==> src/design/ldoc_map.vh <==
// constants for the display output control block
// assumes inclusion by design files only; definitions, no logic
`ifndef LDOC_MAP_VH
`define LDOC_MAP_VH
`define LDOC_ROWS          64
`define LDOC_MUX_W         7
`define LDOC_MUX_FULL      7'h22
`define LDOC_MUX_HALF      7'h21
`define LDOC_MUX_QUARTER   7'h10
`define LDOC_CLK_MHZ       250
`define LDOC_FPS_LOW       80
`define LDOC_FPS_HIGH      100
`define LDOC_SLEEP_EXIT_NS   1000
`define LDOC_SUPPLY_UP_NS    2000
`define LDOC_ST_SLEEP      3'h0
`define LDOC_ST_WAKE       3'h1
`define LDOC_ST_SUPPLY     3'h2
`define LDOC_ST_ACTIVE     3'h3
`endif

==> src/design/ldoc_frame_timer.v <==
// frame tick generator: divides the system clock to the frame period
// assumes clk_sys at the rate in the map header and a synchronous reset
`timescale 1ns/100ps
module ldoc_frame_timer #(
   parameter CNT_W = 24
) (
   input  wire             clk_sys,
   input  wire             rst_n,
   input  wire             run,
   input  wire [CNT_W-1:0] period,
   output reg              tick
);
   reg [CNT_W-1:0] count;

   always @(posedge clk_sys) begin
      if (!rst_n || !run) begin
         count <= {CNT_W{1'b0}};
         tick  <= 1'b0;
      end else if (count >= period - {{(CNT_W-1){1'b0}}, 1'b1}) begin
         count <= {CNT_W{1'b0}};
         tick  <= 1'b1;
      end else begin
         count <= count + {{(CNT_W-1){1'b0}}, 1'b1};
         tick  <= 1'b0;
      end
   end
endmodule // ldoc_frame_timer

==> src/design/ldoc_output_ctrl.v <==
// display output control: frame rate, driver enable and sleep ordering,
// all-pixels-on and inversion on the column drivers
// assumes control bits come straight from a command decoder, synchronous
`timescale 1ns/100ps
`include "ldoc_map.vh"
// Notes on behaviour
// frame rate 80 or 100 by one bit
// halve at mux 33, quarter at 16
// enable puts all drivers idle or active
// idle drivers tied together, no DC
// enable cleared: drivers idle, enter sleep
// enable set: wake, restore supply, then drive
// enable overrides all-on and inversion
// all-on forces every column ON
// all-on ignored when disabled, RAM untouched
// inversion complements RAM pixel on columns
// 64 row drivers, output x drives row x
// row-to-pixel mapping fixed under all settings
// partial mode mux is first..last rows inclusive
// row indices gate activity, not RAM mapping
// all-on beats inversion
module ldoc_output_ctrl #(
   parameter COLS     = 132,
   parameter ROWS     = `LDOC_ROWS,
   parameter CNT_W    = 24,
   parameter WAKE_NS  = `LDOC_SLEEP_EXIT_NS,
   parameter SUPPLY_NS = `LDOC_SUPPLY_UP_NS
) (
   input  wire            clk_sys,
   input  wire            rst_n,
   input  wire            display_enable,
   input  wire            all_pixels_on,
   input  wire            invert_pixels,
   input  wire            frame_rate_high,
   input  wire            partial_enable,
   input  wire [6:0]      row_end_index,
   input  wire [6:0]      partial_first_row,
   input  wire [6:0]      partial_last_row,
   input  wire [COLS-1:0] ramPixels,
   input  wire [ROWS-1:0] rowScan,
   output reg  [COLS-1:0] colDrive,
   output reg  [ROWS-1:0] rowDrive,
   output reg             driversTied,
   output reg             sleepMode,
   output reg             supplyOn,
   output reg             enableFlag,
   output reg  [6:0]      muxRate,
   output reg  [1:0]      rateDiv,
   output reg             frameTick
);
   // settle waits round up, so a faster clock never cuts them short
   localparam integer WAKE_CYC =
      (WAKE_NS * `LDOC_CLK_MHZ + 999) / 1000;
   localparam integer SUPPLY_CYC =
      (SUPPLY_NS * `LDOC_CLK_MHZ + 999) / 1000;
   localparam integer WAKE_END   = WAKE_CYC - 1;
   localparam integer SUPPLY_END = SUPPLY_CYC - 1;
   localparam [15:0]  WAKE_LAST   = WAKE_END[15:0];
   localparam [15:0]  SUPPLY_LAST = SUPPLY_END[15:0];
   localparam integer PERIOD_LOW_I =
      (`LDOC_CLK_MHZ * 1000000) / `LDOC_FPS_LOW;
   localparam integer PERIOD_HIGH_I =
      (`LDOC_CLK_MHZ * 1000000) / `LDOC_FPS_HIGH;
   // quarter rate shifts the period by two; CNT_W must still hold it
   localparam [CNT_W-1:0] PERIOD_LOW  = PERIOD_LOW_I[CNT_W-1:0];
   localparam [CNT_W-1:0] PERIOD_HIGH = PERIOD_HIGH_I[CNT_W-1:0];

   reg  [2:0]       state;
   reg  [15:0]      waitCount;
   reg  [6:0]       next_muxRate;
   reg  [1:0]       next_rateDiv;
   reg  [CNT_W-1:0] period;
   reg  [ROWS-1:0]  rowGate;
   reg  [COLS-1:0] next_colDrive;
   wire             active;
   wire             tick;
   wire             partialOk;
   integer          i;

   assign active = (state == `LDOC_ST_ACTIVE);

   // an inverted window falls back to the row end, for mux and gating
   assign partialOk = partial_enable
                      && (partial_last_row >= partial_first_row);

   // effective mux rate; partial window counts inclusive rows
   always @* begin
      if (partialOk)
         next_muxRate = partial_last_row - partial_first_row
                        + 7'h01;
      else
         next_muxRate = row_end_index + 7'h01;
      // thresholds inclusive: 33 rows halve, 16 rows quarter
      if (next_muxRate <= `LDOC_MUX_QUARTER)
         next_rateDiv = 2'h2;
      else if (next_muxRate <= `LDOC_MUX_HALF)
         next_rateDiv = 2'h1;
      else
         next_rateDiv = 2'h0;
   end

   // the divide lengthens the period; fps select is one bit
   always @* begin
      period = frame_rate_high ? PERIOD_HIGH : PERIOD_LOW;
      period = period << next_rateDiv;
   end

   // row gating uses indices only; row x always drives pixel row x
   always @* begin
      for (i = 0; i < ROWS; i = i + 1) begin
         if (partialOk)
            rowGate[i] = (i >= partial_first_row)
                         && (i <= partial_last_row);
         else
            rowGate[i] = (i <= row_end_index);
      end
   end

   // priority: enable, then all-on, then inversion
   // display RAM is only read here, never written back
   always @* begin
      if (!active)
         next_colDrive = {COLS{1'b0}};
      else if (all_pixels_on)
         next_colDrive = {COLS{1'b1}};
      else if (invert_pixels)
         next_colDrive = ~ramPixels;
      else
         next_colDrive = ramPixels;
   end

   ldoc_frame_timer #(
      .CNT_W (CNT_W)
   ) u_timer (
      .clk_sys (clk_sys),
      .rst_n   (rst_n),
      .run     (active),
      .period  (period),
      .tick    (tick)
   );

   // sleep exit ordering: wake, then supply, then drivers
   always @(posedge clk_sys) begin
      if (!rst_n) begin
         state      <= `LDOC_ST_SLEEP;
         waitCount  <= 16'h0000;
         enableFlag <= 1'b0;
         sleepMode  <= 1'b1;
         supplyOn   <= 1'b0;
      end else begin
         enableFlag <= display_enable;
         // a drop of enable wins over any wait in progress
         if (!display_enable) begin
            state     <= `LDOC_ST_SLEEP;
            sleepMode <= 1'b1;
            supplyOn  <= 1'b0;
            waitCount <= 16'h0000;
         end else begin
            case (state)
               `LDOC_ST_SLEEP: begin
                  state     <= `LDOC_ST_WAKE;
                  sleepMode <= 1'b0;
                  supplyOn  <= 1'b0;
                  waitCount <= 16'h0000;
               end
               `LDOC_ST_WAKE: begin
                  if (waitCount >= WAKE_LAST) begin
                     state     <= `LDOC_ST_SUPPLY;
                     supplyOn  <= 1'b1;
                     waitCount <= 16'h0000;
                  end else
                     waitCount <= waitCount + 16'h0001;
               end
               `LDOC_ST_SUPPLY: begin
                  if (waitCount >= SUPPLY_LAST) begin
                     state     <= `LDOC_ST_ACTIVE;
                     waitCount <= 16'h0000;
                  end else
                     waitCount <= waitCount + 16'h0001;
               end
               // drivers stay on until enable drops; supply is held
               `LDOC_ST_ACTIVE: begin
                  state    <= `LDOC_ST_ACTIVE;
                  supplyOn <= 1'b1;
               end
               // an unused code falls back to a clean sleep
               default: begin
                  state     <= `LDOC_ST_SLEEP;
                  sleepMode <= 1'b1;
                  supplyOn  <= 1'b0;
                  waitCount <= 16'h0000;
               end
            endcase
         end
      end
   end

   // registered driver outputs
   always @(posedge clk_sys) begin
      if (!rst_n) begin
         colDrive    <= {COLS{1'b0}};
         rowDrive    <= {ROWS{1'b0}};
         driversTied <= 1'b1;
         muxRate     <= 7'h00;
         rateDiv     <= 2'h0;
         frameTick   <= 1'b0;
      end else begin
         // idle columns sit at zero while the tie switch holds the panel
         colDrive    <= next_colDrive;
         // all drivers move together between idle and active
         rowDrive    <= active ? (rowScan & rowGate)
                               : {ROWS{1'b0}};
         driversTied <= ~active;
         // mux and divide are reported for the bias and timing logic
         muxRate     <= next_muxRate;
         rateDiv     <= next_rateDiv;
         frameTick   <= tick;
      end
   end
endmodule // ldoc_output_ctrl

==> config.mk <==
export PLATFORM = sky130hd
export DESIGN_NAME = ldoc_output_ctrl
export DESIGN_NICKNAME = d
export VERILOG_FILES = /design/src/design/ldoc_frame_timer.v /design/src/design/ldoc_output_ctrl.v
export VERILOG_INCLUDE_DIRS = /design/src /design/src/design
export SDC_FILE = /design/constraint.sdc
export NUM_CORES = 1
export LEC_CHECK = 0
export BUFFER_PORTS_ARGS = -buffer_cell sky130_fd_sc_hd__buf_4
export CAP_MARGIN = 15
export CORE_ASPECT_RATIO = 0.75
export CORE_MARGIN = 1
export CORE_UTILIZATION = 47
export CTS_CLUSTER_SIZE = 16
export DETAILED_ROUTE_END_ITERATION = 8
export PLACE_DENSITY_LB_ADDON = 0.25
export SYNTH_ARGS = -nofsm -noshare
export SYNTH_HDL_FRONTEND = slang
export SYNTH_HIERARCHICAL = 1
export SYNTH_SLANG_ARGS = --single-unit
export TNS_END_PERCENT = 50
==> constraint.sdc <==
create_clock -name clk_sys -period 6.86 [get_ports clk_sys]
set_input_delay 1.372 -clock clk_sys [delete_from_list [all_inputs] [get_ports clk_sys]]
set_output_delay 1.372 -clock clk_sys [all_outputs]
set_load 0.02 [all_outputs]
After elaboration in Yosys (flattened, before gate mapping)
Index checks and enable logic that the tools add are counted.
{"block": "totals", "ff_bits": 254, "latchBits": 0, "mem_bits_rw": 0, "rom_bits": 0, "in_bits": 224, "output_inout_bits": 210, "wordCells": 379, "mem_count": 0}
{"block": "classes", "addsub": 6, "multipliers": 0, "div_mod_pow": 0, "magnitude_cmp": 196, "n_eq_ne": 5, "n_shift": 1, "mux": 80, "bitwise_logic": 4, "n_reduce_logical": 74}
{"op": "$le 6x7->1 const A", "n": 64}
{"op": "$mux 132", "n": 2}
{"op": "$ge 6x7->1 const A", "n": 32}
{"op": "$le 5x7->1 const A", "n": 32}
{"op": "$not 132->132", "n": 1}
{"op": "$ge 5x7->1 const A", "n": 16}
{"op": "$le 4x7->1 const A", "n": 16}
{"op": "$mux 1", "n": 67}
{"op": "$and 64x64->64", "n": 1}
{"op": "$logic_and 1x1->1", "n": 64}
{"op": "$ge 4x7->1 const A", "n": 8}
{"op": "$le 3x7->1 const A", "n": 8}
{"op": "$pmux 16 s3", "n": 1}
{"op": "$mux 16", "n": 2}
{"op": "$ge 3x7->1 const A", "n": 4}
{"op": "$le 2x7->1 const A", "n": 4}
{"op": "$add 24x1->24 const B", "n": 1}
{"op": "$ge 24x24->1", "n": 1}
{"op": "$shl 22x2->24", "n": 1}
{"op": "$sub 24x1->24 const B", "n": 1}
{"op": "$mux 20", "n": 1}
{"op": "$add 16x1->16 const B", "n": 1}
{"op": "$ge 16x8->1 const B", "n": 1}
{"op": "$ge 16x9->1 const B", "n": 1}
{"op": "other kinds (24)", "n": 36}

Longest topological paths before layout
Gate-level depths: netlist of the first run.
{"block": "logic_depth", "word_depth": 10, "depth_mapped": 27, "ltp_nobuf": 23}

Cells and area by module
The synthesis of the first run kept the hierarchy.
{"mod": "ldoc_output_ctrl", "instances": 1, "cells_each": 1435, "area_per_inst_um2": 11305.8, "seq_area_each_um2": 4564.4}
{"mod": "ldoc_frame_timer", "instances": 1, "cells_each": 239, "area_per_inst_um2": 1993.2, "seq_area_each_um2": 500.5}

Worst setup path before layout of the first run
No wires, ideal clock.
{"block": "synth_timing", "path_type": "input to register", "start": "in partial_first_row[1]", "end": "reg u_timer.count[19]", "setup_ns": 0.132, "t_arrival_ns": 6.659, "required_ns": 6.728, "path_slack_ns": 0.069, "stages": 24, "n_path_buf": 2, "path_cell_list": "buf_2 > inv_1 > ha_1 > inv_1 > ha_1 > inv_1 > fa_1 > xnor2_1 > or3b_1 > mux2_4 > o21a_4 > or3_1 > or4_1 > and4bb_1 > nand2_1 > nor3_2 > xnor2_1 > ha_1 > nand4_1 > nor4_1 > a22o_1 > a311o_1 > clkbuf_1 > nor3_1"}
{"block": "synth_between", "elab_chain_cells": 10, "elab_cells_between_ends": 13, "classes_between": "3 x add/sub; 4 x order compare; 1 x shift; 3 x mux; 2 x reduce/logical"}
{"element": "start, declared", "line_no": "ldoc_output_ctrl.v:37", "rtl": "input wire [6:0] partial_first_row,"}
{"element": "$sub 7x7->7 or $ge 7x7->1 (tied branches)", "line_no": "ldoc_output_ctrl.v:89, ldoc_output_ctrl.v:84"}
{"element": "$add 7x1->7 or $logic_and 1x1->1 (tied branches)", "line_no": "ldoc_output_ctrl.v:90, ldoc_output_ctrl.v:84"}
{"element": "$mux 7 (*)", "line_no": "ldoc_output_ctrl.v:88", "rtl": "if (partialOk)"}
{"element": "$le 7x6->1 (no source line)"}
{"element": "$mux 1", "line_no": "ldoc_output_ctrl.v:96", "rtl": "else if (next_muxRate <= `LDOC_MUX_HALF)"}
{"element": "$mux 2 (*)", "line_no": "ldoc_output_ctrl.v:94", "rtl": "if (next_muxRate <= `LDOC_MUX_QUARTER)"}
{"element": "$shl 22x2->24 (*)", "line_no": "ldoc_output_ctrl.v:105", "rtl": "period = period << next_rateDiv;"}
{"element": "via period[10]", "line_no": "ldoc_output_ctrl.v:72", "rtl": "reg [CNT_W-1:0] period;"}
{"element": "$sub 24x1->24 (*)", "line_no": "ldoc_frame_timer.v:19", "rtl": "end else if (count >= period - {{(CNT_W-1){1'b0}}, 1'b1}) begin"}
{"element": "$ge 24x24->1 (*)", "line_no": "ldoc_frame_timer.v:19"}
{"element": "$reduce_or 2->1 (no source line) (*)"}
{"element": "end signal, assigned", "line_no": "ldoc_frame_timer.v:17", "rtl": "count <= {CNT_W{1'b0}};"}
{"element": "end signal, assigned", "line_no": "ldoc_frame_timer.v:20", "rtl": "count <= {CNT_W{1'b0}};"}
{"element": "end signal, assigned", "line_no": "ldoc_frame_timer.v:23", "rtl": "count <= count + {{(CNT_W-1){1'b0}}, 1'b1};"}
{"element": "end, declared", "line_no": "ldoc_frame_timer.v:13", "rtl": "reg [CNT_W-1:0] count;"}
Mark *: on every way through the listed nets, which the timed path passes. The rest lies on a longest branch.
A chain may end at the register's enable or synchronous reset.

Final worst setup path of the first run
{"block": "layout_timing", "start": "in partial_first_row[1]", "end": "reg u_timer.tick"}
{"block": "layout_between", "elab_chain_cells": 10, "elab_cells_between_ends": 13, "classes_between": "3 x add/sub; 4 x order compare; 1 x shift; 4 x mux; 1 x reduce/logical"}
{"element": "$sub 7x7->7 or $ge 7x7->1 (tied branches)", "line_no": "ldoc_output_ctrl.v:89, ldoc_output_ctrl.v:84"}
{"element": "$add 7x1->7 or $logic_and 1x1->1 (tied branches)", "line_no": "ldoc_output_ctrl.v:90, ldoc_output_ctrl.v:84"}
{"element": "$mux 7 (*)", "line_no": "ldoc_output_ctrl.v:88"}
{"element": "$le 7x6->1 (no source line)"}
{"element": "$mux 1", "line_no": "ldoc_output_ctrl.v:96"}
{"element": "$mux 2 (*)", "line_no": "ldoc_output_ctrl.v:94"}
{"element": "$shl 22x2->24 (*)", "line_no": "ldoc_output_ctrl.v:105"}
{"element": "via period[6]", "line_no": "ldoc_output_ctrl.v:72"}
{"element": "$sub 24x1->24 (*)", "line_no": "ldoc_frame_timer.v:19"}
{"element": "$ge 24x24->1 (*)", "line_no": "ldoc_frame_timer.v:19"}
{"element": "$mux 1 (*)", "line_no": "ldoc_frame_timer.v:19"}
{"element": "end signal, assigned", "line_no": "ldoc_frame_timer.v:18", "rtl": "tick <= 1'b0;"}
{"element": "end signal, assigned", "line_no": "ldoc_frame_timer.v:21", "rtl": "tick <= 1'b1;"}
{"element": "end signal, assigned", "line_no": "ldoc_frame_timer.v:24", "rtl": "tick <= 1'b0;"}
{"element": "end, declared", "line_no": "ldoc_frame_timer.v:11", "rtl": "output reg tick"}
Marked as above.

==> results by group, run 1 <==
Floorplanning
  • I/O pin total: between 400 and 500
  • Chip width: 196.2 um
  • Cell Rows: between 50 and 60
  • Core ar.: 0.02739 mm^2
  • Die ar.: 0.02898 mm^2
  • Die height: about 150 um
  • Initial core utilization: about half

Setup path
  • CP Launch Type: input port
  • Arr. time, crit path: ~7 ns
  • Worst Path Class, Setup: input port to flop
  • Critical Path RT: ~7.3 ns
  • CP max FO: 25
  • CP endpoint kind: flop

CTS
  • Number of setup buffers added after CTS: 0
  • Worst skew pair latency: between 0.5 and 0.6 ns
  • CTS clock-pin slew for the worst setup and hold paths: 0.06 ns
  • Max clock buf depth: 3
  • Hold_buf cts: 0
  • Root Buffer: clkbuf_16
  • CTS buffer count: 26
  • Post-CTS Resized: 0
  • CTS tree: done
  • Deepest level of the CTS H-tree: 1
  • Clk sinks: roughly 250

GRT
  • Met3 Resource Use GR: a little over a tenth
  • Initial antenna violation count: 3
  • GR Util All Layers: roughly 32%
  • First-pass GRT wire length: about 72 mm
  • Pin count of the biggest net entering global routing: between 90 and 100
  • Met2 GRT Util: between 40% and 50%
  • Vias in the first global route: between 10,000 and 15,000
  • Gr busiest metal: met2
  • Grt met1 use: approximately 42%
  • Total grt overflow: 0

Power
  • VDD IR max: around 0.00017 V
  • Pwr dens: ~200 mW/mm^2
  • Leakage: 7.941 nW
  • Overall power: between 3 and 4 mW

Synthesis
  • YS warnings: 6
  • Synth unique cells: 78
  • Post-synth EDFFs: 0
  • Mapped Cells: 1,674
  • Number of synthesized register bits: 253
  • Prevailing post-synth register cell: dfxtp_1
  • Async SR Flop Fraction: 0%
  • Syn avg cell area: between 7 and 8 um^2
  • Syn Std Cell Area: approximately 0.013 mm^2
  • Post-synthesis sequential area ratio: a little under two fifths

Routing
  • Via-to-Cell Ratio: roughly 5.5
  • WL per Instance: approximately 20 um
  • Final WL: approximately 48 mm
  • Vias: ~13,000
  • DRC viols: 0
  • Antenna viol nets, final: 0
  • DR iter-0 viols: roughly 1,300
  • Drt pass-1 iters: 7

Layout
  • Most frequent cells in the layout: 468 x buf_4, 360 x nor2_1, 253 x dfxtp_1
  • Multi-input gate area: ~0.0076 mm^2
  • Nets: roughly 2,300
  • Storage element area: around 0.0051 mm^2
  • Fill cell count: between 2,000 and 2,500
  • Most common cell after layout, fill and taps aside: buf_4
  • Fraction of layout cells with a size suffix above 1: a little over a quarter
  • Syn-to-layout area delta: 33.01%

Run status
  • Status: complete, no violations

STA
  • Hold Fails Final Rpt: 0
  • Worst Tran Pin Value: 1.115 ns
  • Max Slew Vio Count: 0
  • Rel. slew slack: 24.86%
  • RSZ-0062 raised after global routing: false
  • Final Cycle Share: a little over nine tenths
  • WHS: between 0.4 and 0.5 ns
  • Crit path time final: between 6 and 7 ns
  • Final-report setup violation count: 0
  • Peak Freq: 154.3 MHz
  • Clock skew: 0.009016 ns

Placement
  • GPL Wtd Cong: 1.070
  • Port buffer count: about 430
  • Post-DP HPWL: roughly 36 mm

Job
  • Number of max-cap violations: 0

Min path
  • HP Class: flop to flop
synthesized netlist by cell type (9+ instances only):
cell type | n | area share, %
nor4_1 | 10 | 0.47
a21o_1 | 16 | 0.90
buf_2 | 32 | 1.2
o211ai_1 | 12 | 0.68
ha_1 | 52 | 4.9
nand3_1 | 28 | 1.1
nand4_1 | 12 | 0.56
and3_1 | 30 | 1.4
nor2_1 | 360 | 10
xor2_1 | 161 | 11
xnor2_1 | 36 | 2.4
o2111ai_1 | 9 | 0.59
clkbuf_1 | 82 | 2.3
nand2_1 | 123 | 3.5
inv_1 | 29 | 0.82
a31oi_1 | 18 | 0.85
or3_1 | 11 | 0.52
nor3_1 | 70 | 2.6
o21ai_0 | 74 | 2.8
a211oi_1 | 22 | 1.2
dfxtp_1 | 253 | 38
a21oi_1 | 77 | 2.9
through the flow:
| stage | worst slack [ns] | std cells | cell area, um^2 | util [%] | setup TNS (ns) |
|---|---|---|---|---|---|
| 2_1_floorplan | 0.06948 | 1680 | 13320 | - | 0 |
| 3_3_place_gp | 0.09767 | 2405 | 16840 | 61.48 | 0 |
| 3_5_place_dp | -0.1566 | 2405 | 16840 | 61.48 | -3.552 |
| 4_1_cts | 0.4313 | 2451 | 17680 | 64.56 | 0 |
| 5_1_grt | 0.008470 | 2451 | 17680 | 64.56 | 0 |
| 6_report | 0.3780 | 2453 | 17690 | 64.58 | 0 |
layer usage:
metal	wire (um)	part of all wire, %
met1	19840	41
met2	21130	44
met3	5417	11
met5	15	0.031
met4	1923	4.0
area by class of cell:
class                      instances  area share [%]
timing repair buffer             470           20.04
tap                              378           2.674
multi-input combinational       1270           43.13
clock inverter                     6          0.2829
sequential                       253           28.63
antenna                            2         0.02829
inverter                          34          0.7285
clock buffer                      40           4.484
path summary, 6_finish.rpt:
path | start | to | slack, ns | cells after the start
setup reg to reg | state[0] | colDrive[86] | 4.21 | 5
hold reg to reg | u_timer/tick | frameTick | 0.44 | 1
hold / removal | u_timer/tick | frameTick | 0.44 | 1
setup / recovery | partial_first_row[1] | u_timer/tick | 0.38 | 26
state kept, by name, summed over array words and instances (netlist names):
register,cells
waitCount,16
supplyOn,1
state,2
rowDrive,64
muxRate,7
rateDiv,2
enableFlag,1
frameTick,1
u_timer/count,24
sleepMode,1
driversTied,1
colDrive,132
u_timer/tick,1
critical path, cell delays in order:
cell and delay (ns):
buf_4 0.11, inv_1 0.10, ha_1 0.24, inv_1 0.10, ha_1 0.19, inv_1 0.06, fa_1 0.43, xnor2_1 0.17
buf_4 0.14, nor4b_1 0.25, nor3_1 0.12, mux2_2 0.29, o21ai_2 0.27, nor3_1 0.10, or4_1 0.63, nor3_2 0.24
nand2_1 0.16, nor3_1 0.27, xnor2_1 0.12, ha_1 0.28, nand4_1 0.14, nor4_1 0.42, a22o_1 0.20, a311o_1 0.17
buf_12 0.18, nor2b_1 0.15
where the power goes:
part           internal [mW]  switching (mW)
clock                  0.795           0.594
sequential              1.48         0.00444
combinational          0.277           0.388
total                   2.55           0.986
cell families after synthesis:
kind of cell    count (synthesis)  share of synthesized area [%]
fa+ha+maj                      55                          5.344
other cells                     1                        0.02820
mux                             7                         0.6115
flops                         253                          38.08
buf+inv                       157                          4.789
xor+xnor                      197                          12.97
simple gates                  709                          23.94
compound gates                295                          14.23
Power figures use the tool's default switching activity.
==> run 2: changes to the inputs <==
CORE_UTILIZATION = 46   (was 47)
==> results by group, run 2 (synthesized netlist as in run 1, its figures left out) <==
Power
  • Cell internal pwr: 2.574 mW (was 2.553 mW)
  • Flop pwr share: 41.6% (was 41.9%)
  • Clock Power Share: 39.6% (was 39.3%)
  • Pwr dens: 201.7 mW/mm^2 (was 200.1 mW/mm^2)
  • Switching portion of total power: 27.88% (was 27.87%)
  • Switching power: 995.1 uW (was 986.5 uW)
  • Leakage: 7.939 nW (was 7.941 nW)
  • Comb pwr share: 18.8% (about the same)
  • VDD IR max: 0.0001828 V (was 0.0001727 V)

CTS
  • CTS clock-pin slew for the worst setup and hold paths: 0.07 ns (was 0.06 ns)
  • Hold_buf cts: 0 (unchanged)
  • Root Buffer: clkbuf_16 (unchanged)
  • Worst skew pair latency: 0.54 ns (was 0.55 ns)
  • Max clock buf depth: 3 (unchanged)
  • CTS tree: done (unchanged)
  • Deepest level of the CTS H-tree: 1 (unchanged)
  • Post-CTS Resized: 0 (unchanged)
  • Clk sinks: 253 (unchanged)
  • Number of setup buffers added after CTS: 0 (unchanged)
  • CTS buffer count: 25 (was 26)

Layout
  • Largest registers: colDrive (132), rowDrive (64), u_timer/count (24) (unchanged)
  • Design area: 0.01769 mm^2 (about the same)
  • Most frequent cells in the layout: 469 x buf_4, 360 x nor2_1, 253 x dfxtp_1 (was 468 x buf_4, 360 x nor2_1, 253 x dfxtp_1)
  • Fraction of layout cells with a size suffix above 1: 26.01% (was 26.00%)
  • Fill cell count: 2,455 (was 2,332)
  • Layout Utilization: 62.78% (was 64.58%)
  • Largest register by flop count: colDrive (unchanged)
  • Syn-to-layout area delta: 33.04% (was 33.01%)
  • Most common cell after layout, fill and taps aside: buf_4 (unchanged)
  • Nets: 2,334 (unchanged)
  • Max reg flops: 132 (unchanged)

STA
  • Clock skew: 0.01037 ns (was 0.009016 ns)
  • Worst Tran Pin Value: 1.055 ns (was 1.115 ns)
  • RSZ-0062 raised after global routing: false (unchanged)
  • Peak Freq: 153.5 MHz (was 154.3 MHz)
  • Max Slew Vio Count: 0 (unchanged)
  • Crit path time final: 6.517 ns (was 6.482 ns)
  • Final Cycle Share: 95.00% (was 94.49%)
  • Final-report setup violation count: 0 (unchanged)
  • Hold Fails Final Rpt: 0 (unchanged)
  • Rel. slew slack: 29.64% (was 24.86%)
  • WHS: 0.4552 ns (was 0.4407 ns)
  • Fin Setup TNS: 0 ns (unchanged)

Routing
  • Antenna viol nets, final: 0 (unchanged)
  • WL per Instance: 20.38 um (was 19.70 um)
  • Vias: 13,610 (was 13,440)
  • Via-to-Cell Ratio: 5.536 (was 5.477)
  • DR iter-0 viols: 1,326 (was 1,256)
  • DRC viols: 0 (unchanged)
  • Drt pass-1 iters: 7 (unchanged)
  • Final WL: 50.11 mm (was 48.33 mm)

Floorplanning
  • Chip width: 198.3 um (was 196.2 um)
  • Die height: 149.3 um (was 147.7 um)
  • I/O pin total: 434 (unchanged)
  • Cell Rows: 53 (was 52)
  • Initial core utilization: 47.19% (was 48.55%)
  • Die ar.: 0.02960 mm^2 (was 0.02898 mm^2)
  • Core ar.: 0.02818 mm^2 (was 0.02739 mm^2)

Setup path
  • Worst Path Class, Setup: input port to flop (unchanged)
  • CP max FO: 25 (unchanged)
  • Arr. time, crit path: 6.90 ns (was 6.94 ns)
  • Worst r2r src: state[0] (unchanged)
  • Reg2reg path depth: 5 (unchanged)
  • Critical Path RT: 7.25 ns (was 7.32 ns)
  • Slowest-stage cell, CP: or4_1 (unchanged)
  • Worst reg2reg path endpoint: colDrive[99] (was colDrive[86])
  • CP Launch Type: input port (unchanged)
  • CP endpoint kind: flop (unchanged)
  • Max stage delay on crit path: 0.60 ns (was 0.63 ns)
  • Worst reg2reg setup slack: 4.25 ns (was 4.21 ns)

GRT
  • Vias in the first global route: 12,660 (was 12,560)
  • Initial antenna violation count: 0 (was 3)
  • First-pass GRT wire length: 74.06 mm (was 72.29 mm)
  • Pin count of the biggest net entering global routing: 102 (was 96)
  • GR Util All Layers: 32.62% (was 32.16%)
  • Total grt overflow: 0 (unchanged)

Run status
  • Status: complete, no violations (unchanged)

Placement
  • Port buffer count: 433 (unchanged)
  • Post-DP HPWL: 37.56 mm (was 36.10 mm)
  • GPL Wtd Cong: 1.002 (was 1.070)
  • Dpl cell area: 0.01686 mm^2 (was 0.01684 mm^2)

Min path
  • Hold depth: 1 (unchanged)
  • HP Class: flop to flop (unchanged)
  • Hold_sp: u_timer/tick (unchanged)
  • Hold endpoint: frameTick (unchanged)

Job
  • Number of max-cap violations: 0 (unchanged)
## run 2: changes by cell type in the layout (fill, tap and decap cells not counted), sizes merged
cell / before / now
buf: 470 / 471
bufinv: 0 / 3
clkbuf: 40 / 32
inv: 30 / 31
diode: 2 / 1
clkinv: 8 / 10
## run 2: worst max path at each step
stage                               from           endpoint  slack, ns  cells past startpoint
finish              partial_first_row[1]   u_timer/count[9]       0.34                     26
global route         partial_last_row[1]   u_timer/count[6]       0.02                     25
CTS                 partial_first_row[1]  u_timer/count[11]       0.45                     26
detailed placement  partial_first_row[1]  u_timer/count[11]      -0.12                     24
global placement    partial_first_row[1]   u_timer/count[2]       0.04                     24
floorplan           partial_first_row[1]  u_timer/count[19]       0.07                     24
## run 2: final cells by class
cell class	count	area, um^2	share of cell area (%)
inverters	34	128.9	0.7284
clock buffers	32	681.9	3.854
repair buffers	471	3552	20.08
flip-flops and latches	253	5065	28.63
well taps	385	481.7	2.723
clock inverters	12	151.4	0.8557
multi-input cells	1270	7630	43.12
diodes	1	2.502	0.01414
## run 2: metal layers
layer | vias up | GRT usage, % | part of all wire [%]
met4 | 0 | 11.55 | 3.6
met3 | 122 | 9.315 | 10
met1 | 6385 | 44.12 | 43
met2 | 694 | 49.26 | 44
li1 | 6406 | - | -
met5 | - | 0.1684 | 0
## run 2: stage by stage
step	cells	total power, mW	worst slack (ns)
after floorplan	1680	1.905	0.06948
after global placement	2413	2.161	0.03637
after detailed placement	2413	2.169	-0.1239
after CTS	2457	3.579	0.4492
after global routing	2457	3.701	0.02326
final	2458	3.569	0.3432
## run 2: power by group through the flow
| stage | combinational, mW | clock [mW] | sequential (mW) |
|---|---|---|---|
| 6_report | 0.672 | 1.41 | 1.48 |
| 5_1_grt | 0.723 | 1.49 | 1.48 |
| 4_1_cts | 0.656 | 1.44 | 1.48 |
| 3_5_place_dp | 0.652 | 0 | 1.52 |
| 3_3_place_gp | 0.644 | 0 | 1.52 |
| 2_1_floorplan | 0.375 | 0 | 1.53 |
## run 2: critical path: cells and delay by family
family,cells,cell delay (ns)
mux,1,0.25
xor+xnor,2,0.37
fa+ha+maj,4,1.17
buf+inv,6,0.73
compound gates,3,0.43
simple gates,10,2.59
==> run 3: changes to the inputs <==
CORE_UTILIZATION = 39   (was 46)
TNS_END_PERCENT = default   (was 50)
==> results by group, run 3 (synthesized netlist as in run 1, its figures left out) <==
STA
  • Peak Freq: 156.3 MHz (was 153.5 MHz)
  • Rel. slew slack: 29.71% (was 29.64%)
  • Max Slew Vio Count: 0 (unchanged)
  • Hold Fails Final Rpt: 0 (unchanged)
  • Post-route setup slack: 0.4600 ns (was 0.3432 ns)
  • WHS: 0.4381 ns (was 0.4552 ns)
  • Final-report setup violation count: 0 (unchanged)
  • Crit path time final: 6.400 ns (was 6.517 ns)
  • Worst Tran Pin Value: 1.054 ns (was 1.055 ns)
  • RSZ-0062 raised after global routing: false (unchanged)
  • Final Cycle Share: 93.29% (was 95.00%)
  • Fin Setup TNS: 0 ns (unchanged)
  • Clock skew: 0.01226 ns (was 0.01037 ns)

CTS
  • Number of setup buffers added after CTS: 0 (unchanged)
  • Hold_buf cts: 0 (unchanged)
  • Max clock buf depth: 3 (unchanged)
  • Post-CTS Resized: 0 (unchanged)
  • Worst skew pair latency: 0.55 ns (was 0.54 ns)
  • CTS clock-pin slew for the worst setup and hold paths: 0.06 ns (was 0.07 ns)
  • Clk sinks: 253 (unchanged)
  • CTS buffer count: 27 (was 25)
  • Deepest level of the CTS H-tree: 1 (unchanged)
  • CTS tree: done (unchanged)
  • Root Buffer: clkbuf_16 (unchanged)

GRT
  • Total grt overflow: 0 (unchanged)
  • Pin count of the biggest net entering global routing: 98 (was 102)
  • GR Util All Layers: 26.81% (was 32.62%)
  • Vias in the first global route: 12,440 (was 12,660)
  • First-pass GRT wire length: 73.05 mm (was 74.06 mm)
  • Initial antenna violation count: 1 (was 0)

Setup path
  • CP max FO: 25 (unchanged)
  • Worst reg2reg path endpoint: colDrive[20] (was colDrive[99])
  • Critical Path RT: 7.24 ns (was 7.25 ns)
  • Worst r2r src: state[0] (unchanged)
  • Worst Path Class, Setup: input port to flop (unchanged)
  • Arr. time, crit path: 6.78 ns (was 6.90 ns)
  • CP Launch Type: input port (unchanged)
  • Reg2reg path depth: 5 (unchanged)
  • CP endpoint kind: flop (unchanged)
  • Worst reg2reg setup slack: 4.37 ns (was 4.25 ns)

Power
  • Overall power: 3.667 mW (was 3.569 mW)
  • Comb pwr share: 18.2% (was 18.8%)
  • Cell internal pwr: 2.675 mW (was 2.574 mW)
  • Switching power: 991.4 uW (was 995.1 uW)
  • Flop pwr share: 40.5% (was 41.6%)
  • Leakage: 7.991 nW (was 7.939 nW)
  • Pwr dens: 205.1 mW/mm^2 (was 201.7 mW/mm^2)
  • Clock Power Share: 41.3% (was 39.6%)
  • VDD IR max: 0.0001667 V (was 0.0001828 V)
  • Switching portion of total power: 27.04% (was 27.88%)

Run status
  • Status: complete, no violations (unchanged)

Placement
  • Port buffer count: 433 (unchanged)
  • GPL Wtd Cong: 1.010 (was 1.002)
  • Dpl cells: 2,480 (was 2,413)
  • Dpl ws: -0.07162 ns (was -0.1239 ns)
  • Post-DP HPWL: 36.52 mm (was 37.56 mm)

Job
  • Number of max-cap violations: 0 (unchanged)

Layout
  • Largest registers: colDrive (132), rowDrive (64), u_timer/count (24) (unchanged)
  • Largest register by flop count: colDrive (unchanged)
  • Fill cell count: 3,186 (was 2,455)
  • Max reg flops: 132 (unchanged)
  • Final cell count without fillers: 2,530 (was 2,458)
  • Most common cell after layout, fill and taps aside: buf_4 (unchanged)
  • Multi-input gate area: 0.007630 mm^2 (unchanged)
  • Syn-to-layout area delta: 34.44% (was 33.04%)
  • Fraction of layout cells with a size suffix above 1: 26.07% (was 26.01%)
  • Nets: 2,338 (was 2,334)
  • Storage element area: 0.005065 mm^2 (unchanged)
  • Most frequent cells in the layout: 471 x buf_4, 360 x nor2_1, 253 x dfxtp_1 (was 469 x buf_4, 360 x nor2_1, 253 x dfxtp_1)

Min path
  • Hold depth: 1 (unchanged)
  • Hold_sp: u_timer/tick (unchanged)
  • HP Class: flop to flop (unchanged)
  • Hold endpoint: frameTick (unchanged)

Routing
  • WL per Instance: 19.34 um (was 20.38 um)
  • DRC viols: 0 (unchanged)
  • Drt pass-1 iters: 7 (unchanged)
  • DR iter-0 viols: 1,305 (was 1,326)
  • Antenna viol nets, final: 0 (unchanged)
  • Final WL: 48.93 mm (was 50.11 mm)
  • Vias: 13,220 (was 13,610)
  • Via-to-Cell Ratio: 5.225 (was 5.536)

Floorplanning
  • Core ar.: 0.03353 mm^2 (was 0.02818 mm^2)
  • Die ar.: 0.03485 mm^2 (was 0.02960 mm^2)
  • Chip width: 215.2 um (was 198.3 um)
  • Die height: 161.9 um (was 149.3 um)
  • Cell Rows: 58 (was 53)
  • Initial core utilization: 39.67% (was 47.19%)
  • I/O pin total: 434 (unchanged)
==> run 3: area by class of cell <==
cell class | count | area share [%]
inverter | 34 | 0.7278
tap | 450 | 3.149
sequential | 253 | 28.33
clock inverter | 7 | 0.6718
antenna | 1 | 0.01400
multi-input combinational | 1270 | 42.67
clock buffer | 42 | 4.486
timing repair buffer | 473 | 19.95
==> run 3: critical path, cell delays in order <==
cell and delay [ns]:
buf_4 0.12, inv_1 0.10, ha_1 0.25, inv_1 0.10, ha_1 0.19, inv_1 0.06, fa_1 0.43, xnor2_1 0.17
or3b_1 0.37, mux2_4 0.30, o21a_4 0.20, or3_1 0.37, or4_1 0.57, and4bb_1 0.38, nand2_1 0.11, nor3_2 0.14
xnor2_1 0.09, ha_1 0.31, nand4_1 0.16, nor4_1 0.38, a22o_1 0.18, a311o_1 0.17, buf_12 0.18, nor3_1 0.07
==> run 3: per-stage QoR <==
stage | utilization (%) | area, um^2
final | 53.33 | 17880
after floorplan | - | 13320
after detailed placement | 50.57 | 16960
after global routing | 53.33 | 17880
after CTS | 53.32 | 17880
after global placement | 50.57 | 16960
==> run 3: routing by layer <==
layer	vias up	track usage, %	share of wire, %
li1	6419	-	-
met3	103	6.367	7.9
met2	556	41.04	44
met5	-	0	0
met1	6140	36.79	44
met4	0	9.252	3.6
==> run 3: worst max-delay path by stage <==
| stage | slack (ns) | cells after the start | to | startpoint |
|---|---|---|---|---|
| final | 0.46 | 24 | u_timer/count[9] | partial_first_row[1] |
| after global routing | 0.19 | 24 | u_timer/count[20] | partial_first_row[1] |
| after CTS | 0.51 | 24 | u_timer/count[16] | partial_first_row[1] |
| after detailed placement | -0.07 | 24 | u_timer/count[16] | partial_first_row[1] |
| after global placement | 0.04 | 24 | u_timer/count[22] | partial_first_row[1] |
| after floorplan | 0.07 | 24 | u_timer/count[19] | partial_first_row[1] |
==> run 3: power groups by stage <==
stage                     Sequential, mW  Clock [mW]  Combinational [mW]
after floorplan                     1.53           0               0.375
after global placement              1.52           0               0.646
after detailed placement            1.52           0               0.653
after CTS                           1.48        1.56               0.657
after global routing                1.48        1.62               0.724
final                               1.48        1.52               0.667
